<file path="src/rtl/fcr_pkg.sv">
/*
 * Shared constants and types of the fetch unit control register bank:
 * register indices, field positions, reset values and carrier structs.
 * Assumes an 8-bit register index and 64-bit register data on the
 * privileged register move port of the pipeline.
 */
package fcr_pkg;

	// ****************************************
	// Array geometry
	// ****************************************
	localparam int ENTRIES = 16;
	localparam int PTR_W   = 4;
	localparam int VPN_W   = 35;
	localparam int PFN_W   = 32;

	// ****************************************
	// Register indices
	// ****************************************
	localparam logic [7:0] IDX_TAG_HOLD   = 8'h00;
	localparam logic [7:0] IDX_ENTRY_WR   = 8'h01;
	localparam logic [7:0] IDX_INV_PROC   = 8'h02;
	localparam logic [7:0] IDX_INV_ALL    = 8'h03;
	localparam logic [7:0] IDX_INV_SINGLE = 8'h04;
	localparam logic [7:0] IDX_PROF_PC    = 8'h05;
	localparam logic [7:0] IDX_EXCEPTION_RETURN_ADDRESS   = 8'h06;
	localparam logic [7:0] IDX_I_FORM     = 8'h07;
	localparam logic [5:0] SEL_INTERRUPT_ENABLE_AND_MODE     = 6'h02;
	localparam logic [7:0] IDX_INSTRUCTION_UNIT_CONTROL      = 8'h0c;
	localparam logic [7:0] IDX_PROCESS_CONTEXT_REGISTER       = 8'h0d;
	localparam logic [7:0] IDX_FLUSH_ALL  = 8'h0e;
	localparam logic [7:0] IDX_FLUSH_NG   = 8'h0f;
	localparam logic [7:0] IDX_D_ADDR     = 8'h10;
	localparam logic [7:0] IDX_D_FORM     = 8'h11;
	localparam logic [7:0] IDX_D_CTL      = 8'h12;

	// ****************************************
	// Field positions
	// ****************************************
	localparam int VPN_HI      = 47;
	localparam int VPN_LO      = 13;
	localparam int ASN_HI      = 46;
	localparam int ASN_LO      = 39;
	localparam int PTE_PFN_HI  = 44;
	localparam int PTE_PFN_LO  = 13;
	localparam int PTE_GH_HI   = 6;
	localparam int PTE_GH_LO   = 5;
	localparam int PTE_GLB_BIT = 4;
	localparam int IER_HI      = 38;
	localparam int IER_LO      = 13;
	localparam int ASYNC_TRAP_GLOBAL_ENABLE_BIT   = 13;
	localparam int CM_HI       = 4;
	localparam int CM_LO       = 3;
	localparam int WR_IER_BIT  = 1;
	localparam int WR_CM_BIT   = 0;
	localparam int CTL_BASE_LO = 30;
	localparam int CTL_F32_BIT = 2;
	localparam int CTL_WIDE_BIT = 1;
	localparam int CTL_BEND_BIT = 0;

	// ****************************************
	// Reset values and masks
	// ****************************************
	localparam logic [63:0] CTL_MASK    = 64'hffff_ffff_c000_0007;
	localparam logic [63:0] PROCESS_CONTEXT_REGISTER_MASK   = 64'h0000_7f80_0000_0000;
	localparam logic [63:0] INTERRUPT_ENABLE_AND_MODE_MASK = 64'h0000_007f_ffff_e018;
	localparam logic [63:0] RST_ZERO    = 64'h0;
	localparam logic [1:0]  CM_KERNEL   = 2'h0;

	// ****************************************
	// Carriers
	// ****************************************
	typedef struct packed {
		logic        valid;
		logic [7:0]  index;
		logic [63:0] data;
	} fcr_req_s;

	typedef struct packed {
		logic [VPN_W-1:0] vpn;
		logic [7:0]       space_number_field;
		logic             global_match;
		logic [1:0]       gh;
		logic [PFN_W-1:0] pfn;
	} fcr_entry_s;

endpackage

</file>
<file path="src/rtl/fcr_fetch_regs.sv">
/*
 * Fetch unit control register bank: translation buffer fill and
 * invalidate, fault address format views, profiled PC, exception address
 * capture and the combined interrupt enable / current mode register.
 * Assumes every register write presented by the pipeline has retired,
 * and that event inputs are single-cycle pulses synchronous to clk_sys.
 */
//
// Notes on behaviour
// - Data fault format reads page entry address from fault address and data control.
// - Tag write only loads a holding register; array is untouched.
// - Entry write stores held tag plus written page contents into one entry.
// - Round-robin fill pointer advances per fill; first fill after reset hits entry 0.
// - Invalidate-process write drops every entry whose global bit is clear.
// - Invalidate-all write drops every entry; cache flush needs its own write.
// - Single invalidate matches page bits 47:13 and context space number 46:39.
// - Single invalidate also drops global entries with matching page, any space.
// - Single invalidate never flushes the instruction cache.
// - Profiled PC: address in 63:2, bit 1 zero, bit 0 firmware flag.
// - Every exception or interrupt updates exception address; bit 0 firmware flag.
// - Fault or synchronous trap captures the PC of the faulting instruction.
// - Interrupt captures the PC of the next instruction that would run.
// - Instruction fault format uses exception address and instruction control bits.
// - Enable-and-mode register selected when index bits 7:2 equal 000010.
// - Index bit 1 enables enable-field write, bit 0 enables mode-field write.
// - Reading enable-and-mode returns both fields together.
// - Enable field holds external, serial, corrected-error, counter and software enables.
// - Trap enable bit 13 passes only trap requests enabled per mode.
// - Wide select picks 48-bit format when set, 43-bit when clear; format views use 32-bit format whenever bit 2 is set.
// - Data translation miss or fault captures the effective address.
`timescale 1ns/1ns
module fcr_fetch_regs
	import fcr_pkg::*;
(
	input  wire logic             clk_sys,
	input  wire logic             rst_b,
	input  wire fcr_req_s         wr_req,
	input  wire fcr_req_s         rd_req,
	output logic [63:0]           rd_data_ff,
	output logic                  rd_ack_ff,
	input  wire logic             dfault_valid,
	input  wire logic [63:0]      dfault_addr,
	input  wire logic             exc_valid,
	input  wire logic             exc_is_interrupt,
	input  wire logic [63:0]      exc_fault_pc,
	input  wire logic [63:0]      exc_next_pc,
	input  wire logic             exc_in_firmware,
	input  wire logic             prof_valid,
	input  wire logic [63:0]      prof_pc,
	input  wire logic             prof_in_firmware,
	input  wire logic             chk_valid,
	input  wire logic [63:0]      chk_addr,
	output logic                  chk_violation_ff,
	input  wire logic [VPN_W-1:0] lk_vpn,
	output logic                  lk_hit_ff,
	output logic [PFN_W-1:0]      lk_pfn_ff,
	input  wire logic [3:0]       per_mode_trap_enables,
	output logic [3:0]            async_trap_enables,
	output logic [25:0]           interrupt_enables,
	output logic [1:0]            current_privilege_field,
	output logic                  big_endian_mode,
	output logic                  icache_flush_all,
	output logic                  icache_flush_nonglobal
);

	// ****************************************
	// Storage
	// ****************************************
	logic [63:0]      data_address_control_ff;
	logic [63:0]      instruction_unit_control_ff;
	logic [63:0]      process_context_ff;
	logic [63:0]      faulting_data_address_ff;
	logic [63:0]      exception_return_address_ff;
	logic [63:0]      profiled_instruction_pc_ff;
	logic [VPN_W-1:0] tag_hold_ff;
	logic [PTR_W-1:0] fill_ptr_ff;
	logic [25:0]      ier_ff;
	logic [1:0]       cm_ff;
	logic             flush_all_ff;
	logic             flush_ng_ff;

	// ****************************************
	// Write decode
	// ****************************************
	logic          wr_tag;
	logic          wr_entry;
	logic          wr_inv_proc;
	logic          wr_inv_all;
	logic          wr_inv_single;
	logic          wr_interrupt_enable_and_mode;
	logic [ENTRIES-1:0] fill_vec;
	logic [ENTRIES-1:0] hit_vec;
	fcr_entry_s    contents_vec [ENTRIES];
	fcr_entry_s    fill_data;

	always_comb begin
		wr_tag        = wr_req.valid && wr_req.index == IDX_TAG_HOLD;
		wr_entry      = wr_req.valid && wr_req.index == IDX_ENTRY_WR;
		wr_inv_proc   = wr_req.valid && wr_req.index == IDX_INV_PROC;
		wr_inv_all    = wr_req.valid && wr_req.index == IDX_INV_ALL;
		wr_inv_single = wr_req.valid && wr_req.index == IDX_INV_SINGLE;
		wr_interrupt_enable_and_mode     = wr_req.valid && wr_req.index[7:2] == SEL_INTERRUPT_ENABLE_AND_MODE;
	end

	// ****************************************
	// Page entry address formatting
	// ****************************************
	function automatic logic [63:0] fmt_pte_addr(input logic [63:0] ctl,
			input logic [63:0] va);
		logic [63:0] r;
		r = '0;
		if (ctl[CTL_F32_BIT]) begin
			r = {32'h0, ctl[31:30], 8'h0, va[31:13], 3'h0};
		end else if (ctl[CTL_WIDE_BIT]) begin
			r = {ctl[63:43], {5{va[47]}}, va[47:13], 3'h0};
		end else begin
			r = {ctl[63:33], va[42:13], 3'h0};
		end
		return r;
	endfunction

	// ****************************************
	// Control registers
	// ****************************************
	always_ff @(posedge clk_sys or negedge rst_b) begin
		if (!rst_b) begin
			data_address_control_ff     <= RST_ZERO;
			instruction_unit_control_ff <= RST_ZERO;
			process_context_ff          <= RST_ZERO;
		end else if (wr_req.valid) begin
			if (wr_req.index == IDX_D_CTL) begin
				data_address_control_ff <= wr_req.data & CTL_MASK;
			end
			if (wr_req.index == IDX_INSTRUCTION_UNIT_CONTROL) begin
				instruction_unit_control_ff <= wr_req.data & CTL_MASK;
			end
			if (wr_req.index == IDX_PROCESS_CONTEXT_REGISTER) begin
				process_context_ff <= wr_req.data & PROCESS_CONTEXT_REGISTER_MASK;
			end
		end
	end

	// Enable and mode fields written separately or together
	always_ff @(posedge clk_sys or negedge rst_b) begin
		if (!rst_b) begin
			ier_ff <= '0;
			cm_ff  <= CM_KERNEL;
		end else if (wr_interrupt_enable_and_mode) begin
			if (wr_req.index[WR_IER_BIT]) begin
				ier_ff <= wr_req.data[IER_HI:IER_LO];
			end
			if (wr_req.index[WR_CM_BIT]) begin
				cm_ff <= wr_req.data[CM_HI:CM_LO];
			end
		end
	end

	// Cache flushes come only from their own registers
	always_ff @(posedge clk_sys or negedge rst_b) begin
		if (!rst_b) begin
			flush_all_ff <= 1'b0;
			flush_ng_ff  <= 1'b0;
		end else begin
			flush_all_ff <= wr_req.valid && wr_req.index == IDX_FLUSH_ALL;
			flush_ng_ff  <= wr_req.valid && wr_req.index == IDX_FLUSH_NG;
		end
	end

	// ****************************************
	// Captured addresses
	// ****************************************
	always_ff @(posedge clk_sys or negedge rst_b) begin
		if (!rst_b) begin
			faulting_data_address_ff <= RST_ZERO;
		end else if (dfault_valid) begin
			faulting_data_address_ff <= dfault_addr;
		end
	end

	always_ff @(posedge clk_sys or negedge rst_b) begin
		if (!rst_b) begin
			exception_return_address_ff <= RST_ZERO;
		end else if (exc_valid) begin
			if (exc_is_interrupt) begin
				exception_return_address_ff <=
					{exc_next_pc[63:2], 1'b0, exc_in_firmware};
			end else begin
				exception_return_address_ff <=
					{exc_fault_pc[63:2], 1'b0, exc_in_firmware};
			end
		end
	end

	always_ff @(posedge clk_sys or negedge rst_b) begin
		if (!rst_b) begin
			profiled_instruction_pc_ff <= RST_ZERO;
		end else if (prof_valid) begin
			profiled_instruction_pc_ff <= {prof_pc[63:2], 1'b0, prof_in_firmware};
		end
	end

	// Sign extension checker for the memory pipe
	always_ff @(posedge clk_sys or negedge rst_b) begin
		if (!rst_b) begin
			chk_violation_ff <= 1'b0;
		end else if (!chk_valid) begin
			chk_violation_ff <= 1'b0;
		end else if (data_address_control_ff[CTL_WIDE_BIT]) begin
			chk_violation_ff <= chk_addr != {{16{chk_addr[47]}}, chk_addr[47:0]};
		end else begin
			chk_violation_ff <= chk_addr != {{21{chk_addr[42]}}, chk_addr[42:0]};
		end
	end

	// ****************************************
	// Translation buffer
	// ****************************************
	always_ff @(posedge clk_sys or negedge rst_b) begin
		if (!rst_b) begin
			tag_hold_ff <= '0;
		end else if (wr_tag) begin
			tag_hold_ff <= wr_req.data[VPN_HI:VPN_LO];
		end
	end

	always_ff @(posedge clk_sys or negedge rst_b) begin
		if (!rst_b) begin
			fill_ptr_ff <= '0;
		end else if (wr_entry) begin
			fill_ptr_ff <= fill_ptr_ff + 4'h1;
		end
	end

	always_comb begin
		fill_data.vpn          = tag_hold_ff;
		fill_data.space_number_field          = process_context_ff[ASN_HI:ASN_LO];
		fill_data.global_match = wr_req.data[PTE_GLB_BIT];
		fill_data.gh           = wr_req.data[PTE_GH_HI:PTE_GH_LO];
		fill_data.pfn          = wr_req.data[PTE_PFN_HI:PTE_PFN_LO];
	end

	genvar gi;
	generate
		for (gi = 0; gi < ENTRIES; gi++) begin : g_entry
			assign fill_vec[gi] = wr_entry && fill_ptr_ff == PTR_W'(gi);
			fcr_xlate_entry u_entry (
				.clk_sys    (clk_sys),
				.rst_b      (rst_b),
				.fill       (fill_vec[gi]),
				.fill_data  (fill_data),
				.inv_all    (wr_inv_all),
				.inv_proc   (wr_inv_proc),
				.inv_single (wr_inv_single),
				.inv_vpn    (wr_req.data[VPN_HI:VPN_LO]),
				.cur_asn    (process_context_ff[ASN_HI:ASN_LO]),
				.lk_vpn     (lk_vpn),
				.hit        (hit_vec[gi]),
				.contents   (contents_vec[gi])
			);
		end
	endgenerate

	// Lookup result, lowest matching entry wins
	always_ff @(posedge clk_sys or negedge rst_b) begin
		if (!rst_b) begin
			lk_hit_ff <= 1'b0;
			lk_pfn_ff <= '0;
		end else begin
			lk_hit_ff <= |hit_vec;
			lk_pfn_ff <= '0;
			for (int i = ENTRIES - 1; i >= 0; i--) begin
				if (hit_vec[i]) begin
					lk_pfn_ff <= contents_vec[i].pfn;
				end
			end
		end
	end

	// ****************************************
	// Read port
	// ****************************************
	always_ff @(posedge clk_sys or negedge rst_b) begin
		if (!rst_b) begin
			rd_data_ff <= RST_ZERO;
			rd_ack_ff  <= 1'b0;
		end else begin
			rd_ack_ff <= rd_req.valid;
			if (rd_req.valid) begin
				if (rd_req.index[7:2] == SEL_INTERRUPT_ENABLE_AND_MODE) begin
					rd_data_ff <= {25'h0, ier_ff, 8'h0, cm_ff, 3'h0};
				end else begin
					case (rd_req.index)
						IDX_D_ADDR:  rd_data_ff <= faulting_data_address_ff;
						IDX_D_FORM:  rd_data_ff <= fmt_pte_addr(data_address_control_ff,
							faulting_data_address_ff);
						IDX_I_FORM:  rd_data_ff <= fmt_pte_addr(instruction_unit_control_ff,
							exception_return_address_ff);
						IDX_EXCEPTION_RETURN_ADDRESS: rd_data_ff <= exception_return_address_ff;
						IDX_PROF_PC: rd_data_ff <= profiled_instruction_pc_ff;
						IDX_PROCESS_CONTEXT_REGISTER:    rd_data_ff <= process_context_ff;
						default:     rd_data_ff <= RST_ZERO;
					endcase
				end
			end
		end
	end

	// ****************************************
	// Outputs
	// ****************************************
	assign async_trap_enables      = per_mode_trap_enables & {4{ier_ff[ASYNC_TRAP_GLOBAL_ENABLE_BIT-IER_LO]}};
	assign interrupt_enables       = ier_ff;
	assign current_privilege_field = cm_ff;
	assign big_endian_mode         = data_address_control_ff[CTL_BEND_BIT];
	assign icache_flush_all        = flush_all_ff;
	assign icache_flush_nonglobal  = flush_ng_ff;

endmodule

</file>
<file path="src/rtl/fcr_xlate_entry.sv">
/*
 * One entry of the instruction translation buffer: valid bit plus tag and
 * page contents, with fill, the three invalidate forms and a lookup match.
 * Assumes at most one fill or invalidate command per cycle.
 */
`timescale 1ns/1ns
module fcr_xlate_entry
	import fcr_pkg::*;
(
	input  wire logic             clk_sys,
	input  wire logic             rst_b,
	input  wire logic             fill,
	input  wire fcr_entry_s       fill_data,
	input  wire logic             inv_all,
	input  wire logic             inv_proc,
	input  wire logic             inv_single,
	input  wire logic [VPN_W-1:0] inv_vpn,
	input  wire logic [7:0]       cur_asn,
	input  wire logic [VPN_W-1:0] lk_vpn,
	output logic                  hit,
	output fcr_entry_s            contents
);

	logic             valid_ff;
	fcr_entry_s       entry_ff;
	logic [VPN_W-1:0] gh_mask;
	logic             inv_match;

	// Granularity hint drops 3 page bits per step
	always_comb begin
		case (entry_ff.gh)
			2'h0:    gh_mask = {VPN_W{1'b1}};
			2'h1:    gh_mask = ~35'h7;
			2'h2:    gh_mask = ~35'h3f;
			2'h3:    gh_mask = ~35'h1ff;
			default: gh_mask = {VPN_W{1'b1}};
		endcase
	end

	always_comb begin
		inv_match = (((entry_ff.vpn ^ inv_vpn) & gh_mask) == '0) &&
			(entry_ff.space_number_field == cur_asn);
		if (entry_ff.global_match && entry_ff.vpn == inv_vpn) begin
			inv_match = 1'b1;
		end
	end

	always_ff @(posedge clk_sys or negedge rst_b) begin
		if (!rst_b) begin
			valid_ff <= 1'b0;
		end else if (fill) begin
			valid_ff <= 1'b1;
		end else if (inv_all) begin
			valid_ff <= 1'b0;
		end else if (inv_proc && !entry_ff.global_match) begin
			valid_ff <= 1'b0;
		end else if (inv_single && inv_match) begin
			valid_ff <= 1'b0;
		end
	end

	always_ff @(posedge clk_sys or negedge rst_b) begin
		if (!rst_b) begin
			entry_ff <= '0;
		end else if (fill) begin
			entry_ff <= fill_data;
		end
	end

	assign hit      = valid_ff && (((entry_ff.vpn ^ lk_vpn) & gh_mask) == '0) &&
		(entry_ff.global_match || entry_ff.space_number_field == cur_asn);
	assign contents = entry_ff;

endmodule

</file>
<file path="config.mk">
export PLATFORM = sky130hd
export DESIGN_NAME = fcr_fetch_regs
export DESIGN_NICKNAME = d
export VERILOG_FILES = /design/src/rtl/fcr_pkg.sv /design/src/rtl/fcr_fetch_regs.sv /design/src/rtl/fcr_xlate_entry.sv
export SDC_FILE = /design/constraint.sdc
export NUM_CORES = 2
export LEC_CHECK = 0
export BUFFER_PORTS_ARGS = -buffer_cell sky130_fd_sc_hd__buf_4
export CORE_ASPECT_RATIO = 0.9
export CORE_MARGIN = 2
export CORE_UTILIZATION = 50
export CTS_CLUSTER_SIZE = 25
export DETAILED_ROUTE_END_ITERATION = 10
export MAX_ROUTING_LAYER = met4
export PLACE_DENSITY_LB_ADDON = 0.08
export SKIP_CTS_REPAIR_TIMING = 1
export SLEW_MARGIN = 20
export SYNTH_ARGS = -nofsm -noshare
export SYNTH_HDL_FRONTEND = slang
export SYNTH_HIERARCHICAL = 1
export SYNTH_SLANG_ARGS = --single-unit
</file>
<file path="constraint.sdc">
create_clock -name clk_sys -period 4.2 [get_ports clk_sys]
set_input_delay 0 -clock clk_sys [delete_from_list [all_inputs] [get_ports clk_sys]]
set_output_delay 0 -clock clk_sys [all_outputs]
set_load 0.02 [all_outputs]
</file>
**Yosys cells after proc, flatten, opt, wreduce, memory -nomap -nowiden**

Cells that the tools add are included.

- Memories: 0
- Register bits: 1705
- Bits in writable memories: 0
- Memory bits (read-only): 0
- Latch bits: 0
- Bits of input ports: 514
- Logic and storage cells: 638
- Output and inout port bits: 134

- Shift operators: 0
- Equality and inequality tests: 114
- Reduce and logical (&&, ||, !) cells: 224
- Bitwise logic cells: 65
- Order comparisons: 0
- $add $sub $neg: 1
- Multiply operators: 0
- Muxes and demuxes: 121
- Divide/modulo/power cells: 0

Operator list:

| cell | number |
|---|---|
| $pmux W35 S4 | 16 |
| $and A35 B35 Y35 | 32 |
| $logic_not A35 Y1 | 32 |
| $xor A35 B35 Y35 | 32 |
| $eq A35 B35 Y1 | 16 |
| $mux W32 | 16 |
| $pmux W64 S6 | 1 |
| $mux W64 | 4 |
| $eq A8 B8 Y1 | 16 |
| $logic_and A1 B1 Y1 | 120 |
| $mux W43 | 2 |
| $mux W1 | 82 |
| $eq A2 B2 Y1 const B | 32 |
| $reduce_bool A4 Y1 | 16 |
| $eq A8 B4 Y1 const B | 5 |
| $eq A2 B1 Y1 const B | 16 |
| $eq A4 B4 Y1 const B | 8 |
| $eq A8 B3 Y1 const B | 4 |
| $logic_not A2 Y1 | 16 |
| $eq A8 B5 Y1 const B | 3 |
| $ne A21 B21 Y1 | 1 |
| $eq A4 B3 Y1 const B | 4 |
| $eq A8 B2 Y1 const B | 2 |
| $logic_not A1 Y1 | 16 |
| 12 further kinds | 33 |

**Logic depth before layout (Yosys ltp)**

- Depth in word-level cells: 22
- Mapped depth: 13
- Gate-level depth less buffers: 10

**By module**

Netlist, hierarchy kept.

By module, submodules not included:

| module | seq. area each (um2) | area each (um2) | cells an instance | instances |
|---|---|---|---|---|
| fcr_xlate_entry | 1976.9 | 3837.4 | 287 | 16 |
| fcr_fetch_regs | 10935.5 | 23415.0 | 2253 | 1 |

**Worst setup path before layout**

OpenSTA, ideal clock, no wires.

- Path type: register -> register
- Start: register process_context_ff[45]
- End: register lk_pfn_ff[21]
- Period minus slack after synthesis: 2977 ps
- Required time: 4120 ps
- Stages on the path, launching flop included: 13
- Library setup time: 80 ps
- Buffers on the path: 2
- Slack: 1223 ps
- Arrival: 2897 ps
- Cell sequence: dfrtp_1 xnor2_1 nand4_1 nor2_1 o22ai_1 nor3_1 or2_2 clkbuf_1 buf_1 a221oi_1 o211ai_1 o2111ai_1 a2bb2oi_1

- Elaborated cells on any way between the ends: 64
- Classes of those cells: 16 x eq/ne; 16 x mux; 32 x reduce/logical

RTL lines:

| what | line | RTL |
|---|---|---|
| from (decl) | fcr_fetch_regs.sv:71 | `logic [63:0] process_context_ff;` |
| from (signal assigned) | fcr_fetch_regs.sv:138 | `process_context_ff <= wr_req.data & PROCESS_CONTEXT_REGISTER_MASK;` |
| $eq A8 B8 Y1 | fcr_xlate_entry.sv:71 | `(entry_ff.global_match \|\| entry_ff.space_number_field == cur_asn);` |
| $logic_or A1 B1 Y1 | fcr_xlate_entry.sv:71 |  |
| $logic_and A1 B1 Y1 | fcr_xlate_entry.sv:70 | `assign hit = valid_ff && (((entry_ff.vpn ^ lk_vpn) & gh_mask) == '0) &&` |
| named net hit_vec[8] | fcr_fetch_regs.sv:92 | `logic [ENTRIES-1:0] hit_vec;` |
| $mux W32 (9 in series) | fcr_fetch_regs.sv:272 | `if (hit_vec[i]) begin` |
| to (signal assigned) | fcr_fetch_regs.sv:273 | `lk_pfn_ff <= contents_vec[i].pfn;` |
| to (decl) | fcr_fetch_regs.sv:56 | `output logic [PFN_W-1:0] lk_pfn_ff,` |

The timed path passes the listed nets, and every way through them passes these cells.
A chain may end at the register's enable or synchronous reset.

**Worst setup path in the final report**

- Start: register g_entry[4].u_entry.entry_ff, in the netlist g_entry[4].u_entry/contents[73]
- End: register lk_pfn_ff[30]

- Word-level cells in the longest chain between the ends: 10

RTL lines:

| what | line | RTL |
|---|---|---|
| from (decl) | fcr_xlate_entry.sv:25 | `fcr_entry_s entry_ff;` |
| from (signal assigned) | fcr_xlate_entry.sv:66 | `entry_ff <= fill_data;` |
| $xor A35 B35 Y35 | fcr_xlate_entry.sv:70 |  |
| $and A35 B35 Y35 | fcr_xlate_entry.sv:70 |  |
| $logic_not A35 Y1 | fcr_xlate_entry.sv:70 |  |
| $logic_and A1 B1 Y1 (2 in series) | fcr_xlate_entry.sv:70 |  |
| named net hit_vec[4] | fcr_fetch_regs.sv:92 |  |
| $mux W32 (5 in series) | fcr_fetch_regs.sv:272 |  |

The timed path passes the listed nets, and every way through them passes these cells.

==> results.md <==
- Status: finished with violations
- Failing checks: hold timing
- Reg-to-reg critical path endpoint: lk_pfn_ff[30]
- Io pins: about 650
- Routed Antenna Nets: 0
- Layout net count: roughly 8.5k
- Post-synth top flop: dfrtp_1
- Rel. slew slack: 15.15%
- Crit path kind: reg -> reg
- Startpoint types: flip-flop
- Leak: about 47 nW
- Die Height: between 300 and 400 um
- P&R area growth vs syn: 23.29%
- Largest family of logic cells by synthesized area: multiplexers
- Reg clk slew, reported paths: 0.06 ns
- PortBufs: about 530
- Number of buffers created by CTS: 180
- Routed wire length: between 300,000 and 400,000 um
- Post-Synth Simple-Gate Area: under 10%
- Initial drt markers: around 7k
- Synthesized area: between 80,000 and 90,000 um2
- Vias in the first global route: just over 60k
- Max frequency: approximately 0.25 GHz
- Clock buffer depth: 3
- Area of the core: about 170,000 um2
- FFs w/ async S/R, synth: 100.0%
- Hold Fails Final Rpt: 1
- Critical Path AT: 4.72 ns
- Via/cell ratio: 6.139
- Share of post-route cells with drive strength above 1: roughly a third
- Root Buffer: clkbuf_16
- Synth Area in XOR/XNOR: approximately 13%
- Residual DRC: 0
- DIE AREA: 172,900 um2
- Worst hold slack: -0.001136 ns
- CP endpoint kind: flip-flop
- Fin crit share: a little over nine tenths
- HP Class: in -> reg
- Largest net degree at the start of global routing: 150
- Reg2reg setup slack: between 0.2 and 0.25 ns
- Compound-Gate Fraction of Synth Area: around 7.2%
- Design Area, Final: roughly 100,000 um2
- Critical Path Fanout Max: 20
- Cell Pwr Density: 354.5 nW/um2
- Yosys Warn Count: 6
- #FFs+latches synth: between 1.5k and 2k
- Mapped Cells: ~6.8k
- Antenna violations before repair: 28
- Post-Synth Adder-Cell Area: less than 1%
- Slew Viols, Final: 0
- RSZ-0062 raised after global routing: false
- Sequential area share after synthesis: ~50%
- Max cap viols: 0
- R2R depth: 10
- Crit path launch: g_entry[4].u_entry/contents[73]
- Starting Density: 50.27%
- GP Congestion: between 0.9 and 1
- Peak VDD IR: approximately 0.34 mV
- Fin cells: between 10k and 15k
- Later-pin clock latency in the skew report: just over 0.8 ns
- CP endpoint: lk_pfn_ff[30]
- Worst slew pin tran: between 1 and 1.5 ns
- Mean Syn Cell Area: about 12 um2
- Post-synth EDFFs: 0
- Die Width: ~440 um
- Post-route setup TNS: 0 ns
- Worst-case clock skew: approximately 0.034 ns
- Total GRT Usage: 35.46%
- Detailed Routing Iterations Pass 1: 7
- GRT Residual Overflow: 0
- CTS tree: built
- Num Clock Sinks: 1,701
- Post-placement cell area: between 90,000 and 100,000 um2
- Placement Rows: 143
- Dpl hpwl: between 200,000 and 250,000 um
- Library cells used by synthesis: 62
- DR WL/cell: approximately 29 um
- Placed cell count: between 9k and 10k
- Fillers: about 13k
- CTS H-tree depth: 4
- Critical R2R Launch: g_entry[4].u_entry/contents[73]
- Multiplexer share of the synthesized area: 21.47%
- # setup viols final: 0
- Via count: roughly 64k
- Tmin final: 4.000 ns
- WP data required: between 4 and 5 ns
- Synthesized Nets: ~7.4k
- First-pass GRT wire length: around 440,000 um
[state kept, by name (all words and copies together), names as in the netlist, 2 cells and up]
| name | cells |
|---|---|
| instruction_unit_control_ff | 35 |
| rd_data_ff | 64 |
| g_entry.u_entry/valid_ff | 16 |
| lk_pfn_ff | 32 |
| interrupt_enables | 26 |
| faulting_data_address_ff | 64 |
| fill_ptr_ff | 4 |
| g_entry.u_entry/contents | 1248 |
| process_context_ff | 8 |
| profiled_instruction_pc_ff | 63 |
| tag_hold_ff | 35 |
| data_address_control_ff | 36 |
| current_privilege_field | 2 |
| exception_return_address_ff | 63 |
[routing by layer]
metal / part of all wire (%) / global-route usage [%] / vias to the layer above / routed length, um
li1: - / - / 27170 / -
met1: 46 / 53.24 / 33380 / 140500
met2: 42 / 47.62 / 2868 / 128000
met3: 9.5 / 8.137 / 584 / 29130
met4: 3.0 / 9.698 / 0 / 9231
met5: 0 / - / - / 0
[logic make-up (layout without fill, tap and decap cells)]
| family | after synthesis | count (layout) |
|---|---|---|
| XOR/XNOR | 1251 | 1251 |
| buffers and inverters | 489 | 1798 |
| AO/OA/AOI/OAI | 887 | 887 |
| adder cells (fa/ha/maj) | 4 | 4 |
| multiplexers | 1618 | 1618 |
| other | 0 | 24 |
| AND/OR/NAND/NOR | 895 | 895 |
| flip-flops | 1701 | 1701 |
[report_power, final]
group	internal [mW]	total, mW	leakage [nW]	switching (mW)
Combinational	1.52	3.52	21.1	2.00
Sequential	16.7	17.1	23.2	0.402
Clock	9.49	16.5	2.96	6.97
[stage by stage]
| stage | setup WS, ns | hold slack, ns | util (%) | total power, mW |
|---|---|---|---|---|
| 3_5_place_dp | 0.3711 | -0.04718 | 55.03 | 20.29 |
| 4_1_cts | 0.3383 | -0.9215 | 58.59 | 36.64 |
| 3_3_place_gp | 0.4342 | -0.04417 | 55.03 | 20.25 |
| 2_1_floorplan | 1.223 | -0.2956 | - | 18.40 |
| 6_report | 0.2005 | -0.001136 | 61.97 | 37.07 |
| 5_1_grt | 0.02782 | -0.01017 | 61.97 | 38.20 |
[critical path: stages, from the launching register on]
cell	delay [ns]
dfrtp_1	0.41
xnor2_1	0.43
nand4_1	0.14
nor4_1	0.62
nand4_1	0.47
nor3_2	0.26
buf_4	0.18
buf_4	0.40
nor3b_1	0.11
or4b_2	0.64
o21ai_0	0.24
[worst min-delay path by stage]
stage                    start                            to  slack (ns)  cells after the start
6_report       dfault_addr[37]  faulting_data_address_ff[37]      -0.001                      3
5_1_grt        dfault_addr[37]  faulting_data_address_ff[37]       -0.01                      3
4_1_cts                  rst_b                rd_data_ff[56]       -0.92                      1
3_5_place_dp             rst_b                rd_data_ff[56]       -0.05                      1
3_3_place_gp             rst_b                rd_data_ff[56]       -0.04                      1
2_1_floorplan            rst_b              chk_violation_ff       -0.30                      0
[cell usage after synthesis, types with 18 or more instances]
master / count / area (um2)
buf_1: 23 / 86.33
o2111ai_1: 36 / 315.3
or4_1: 21 / 157.7
a221oi_1: 131 / 1147
o221ai_1: 57 / 499.2
o21ai_0: 118 / 590.6
a21oi_1: 190 / 950.9
and3b_1: 19 / 166.4
mux2i_1: 95 / 950.9
nor3_1: 90 / 450.4
xnor2_1: 915 / 8014
o211ai_1: 30 / 225.2
inv_1: 145 / 544.3
a22oi_1: 57 / 427.9
o22ai_1: 105 / 656.9
nand3b_1: 19 / 142.6
nand4_1: 215 / 1345
xor2_1: 336 / 2943
a2bb2oi_1: 30 / 262.8
buf_2: 51 / 255.2
mux2_4: 30 / 450.4
clkbuf_1: 265 / 994.7
dfrtp_1: 1701 / 42570
a31oi_1: 50 / 312.8
nand2b_1: 26 / 162.7
and2_1: 18 / 112.6
nor4_1: 72 / 450.4
nor2b_1: 38 / 237.7
nor2_1: 219 / 822.0
mux2_2: 1493 / 16810
nand2_1: 90 / 337.8
nand3_1: 24 / 120.1
nor4_2: 18 / 225.2
[layout make-up]
| cell class | count | area [um2] | area share [%] |
|---|---|---|---|
| antenna | 24 | 60.06 | 0.05744 |
| sequential | 1701 | 42570 | 40.71 |
| timing repair buffer | 1336 | 12110 | 11.58 |
| inverter | 146 | 548.0 | 0.5241 |
| tap | 2247 | 2811 | 2.689 |
| clock inverter | 52 | 753.2 | 0.7203 |
| multi-input combinational | 4655 | 40450 | 38.69 |
| clock buffer | 264 | 5263 | 5.033 |
[cells in the final DEF, fill, tap and decap left out, types with 70 or more instances in the layout]
cell type,n
dfrtp_1,1701
nand4_1,215
nor3_1,82
mux2_2,1493
nor2_1,212
nand2_1,89
clkbuf_16,182
o22ai_1,105
nor4_1,70
a21oi_1,190
xnor2_1,915
buf_4,722
a221oi_1,131
dlygate4sd3_1,561
o21ai_0,118
xor2_1,336
inv_1,145
mux2i_1,95
No activity file was read; power rests on OpenSTA's default activity.
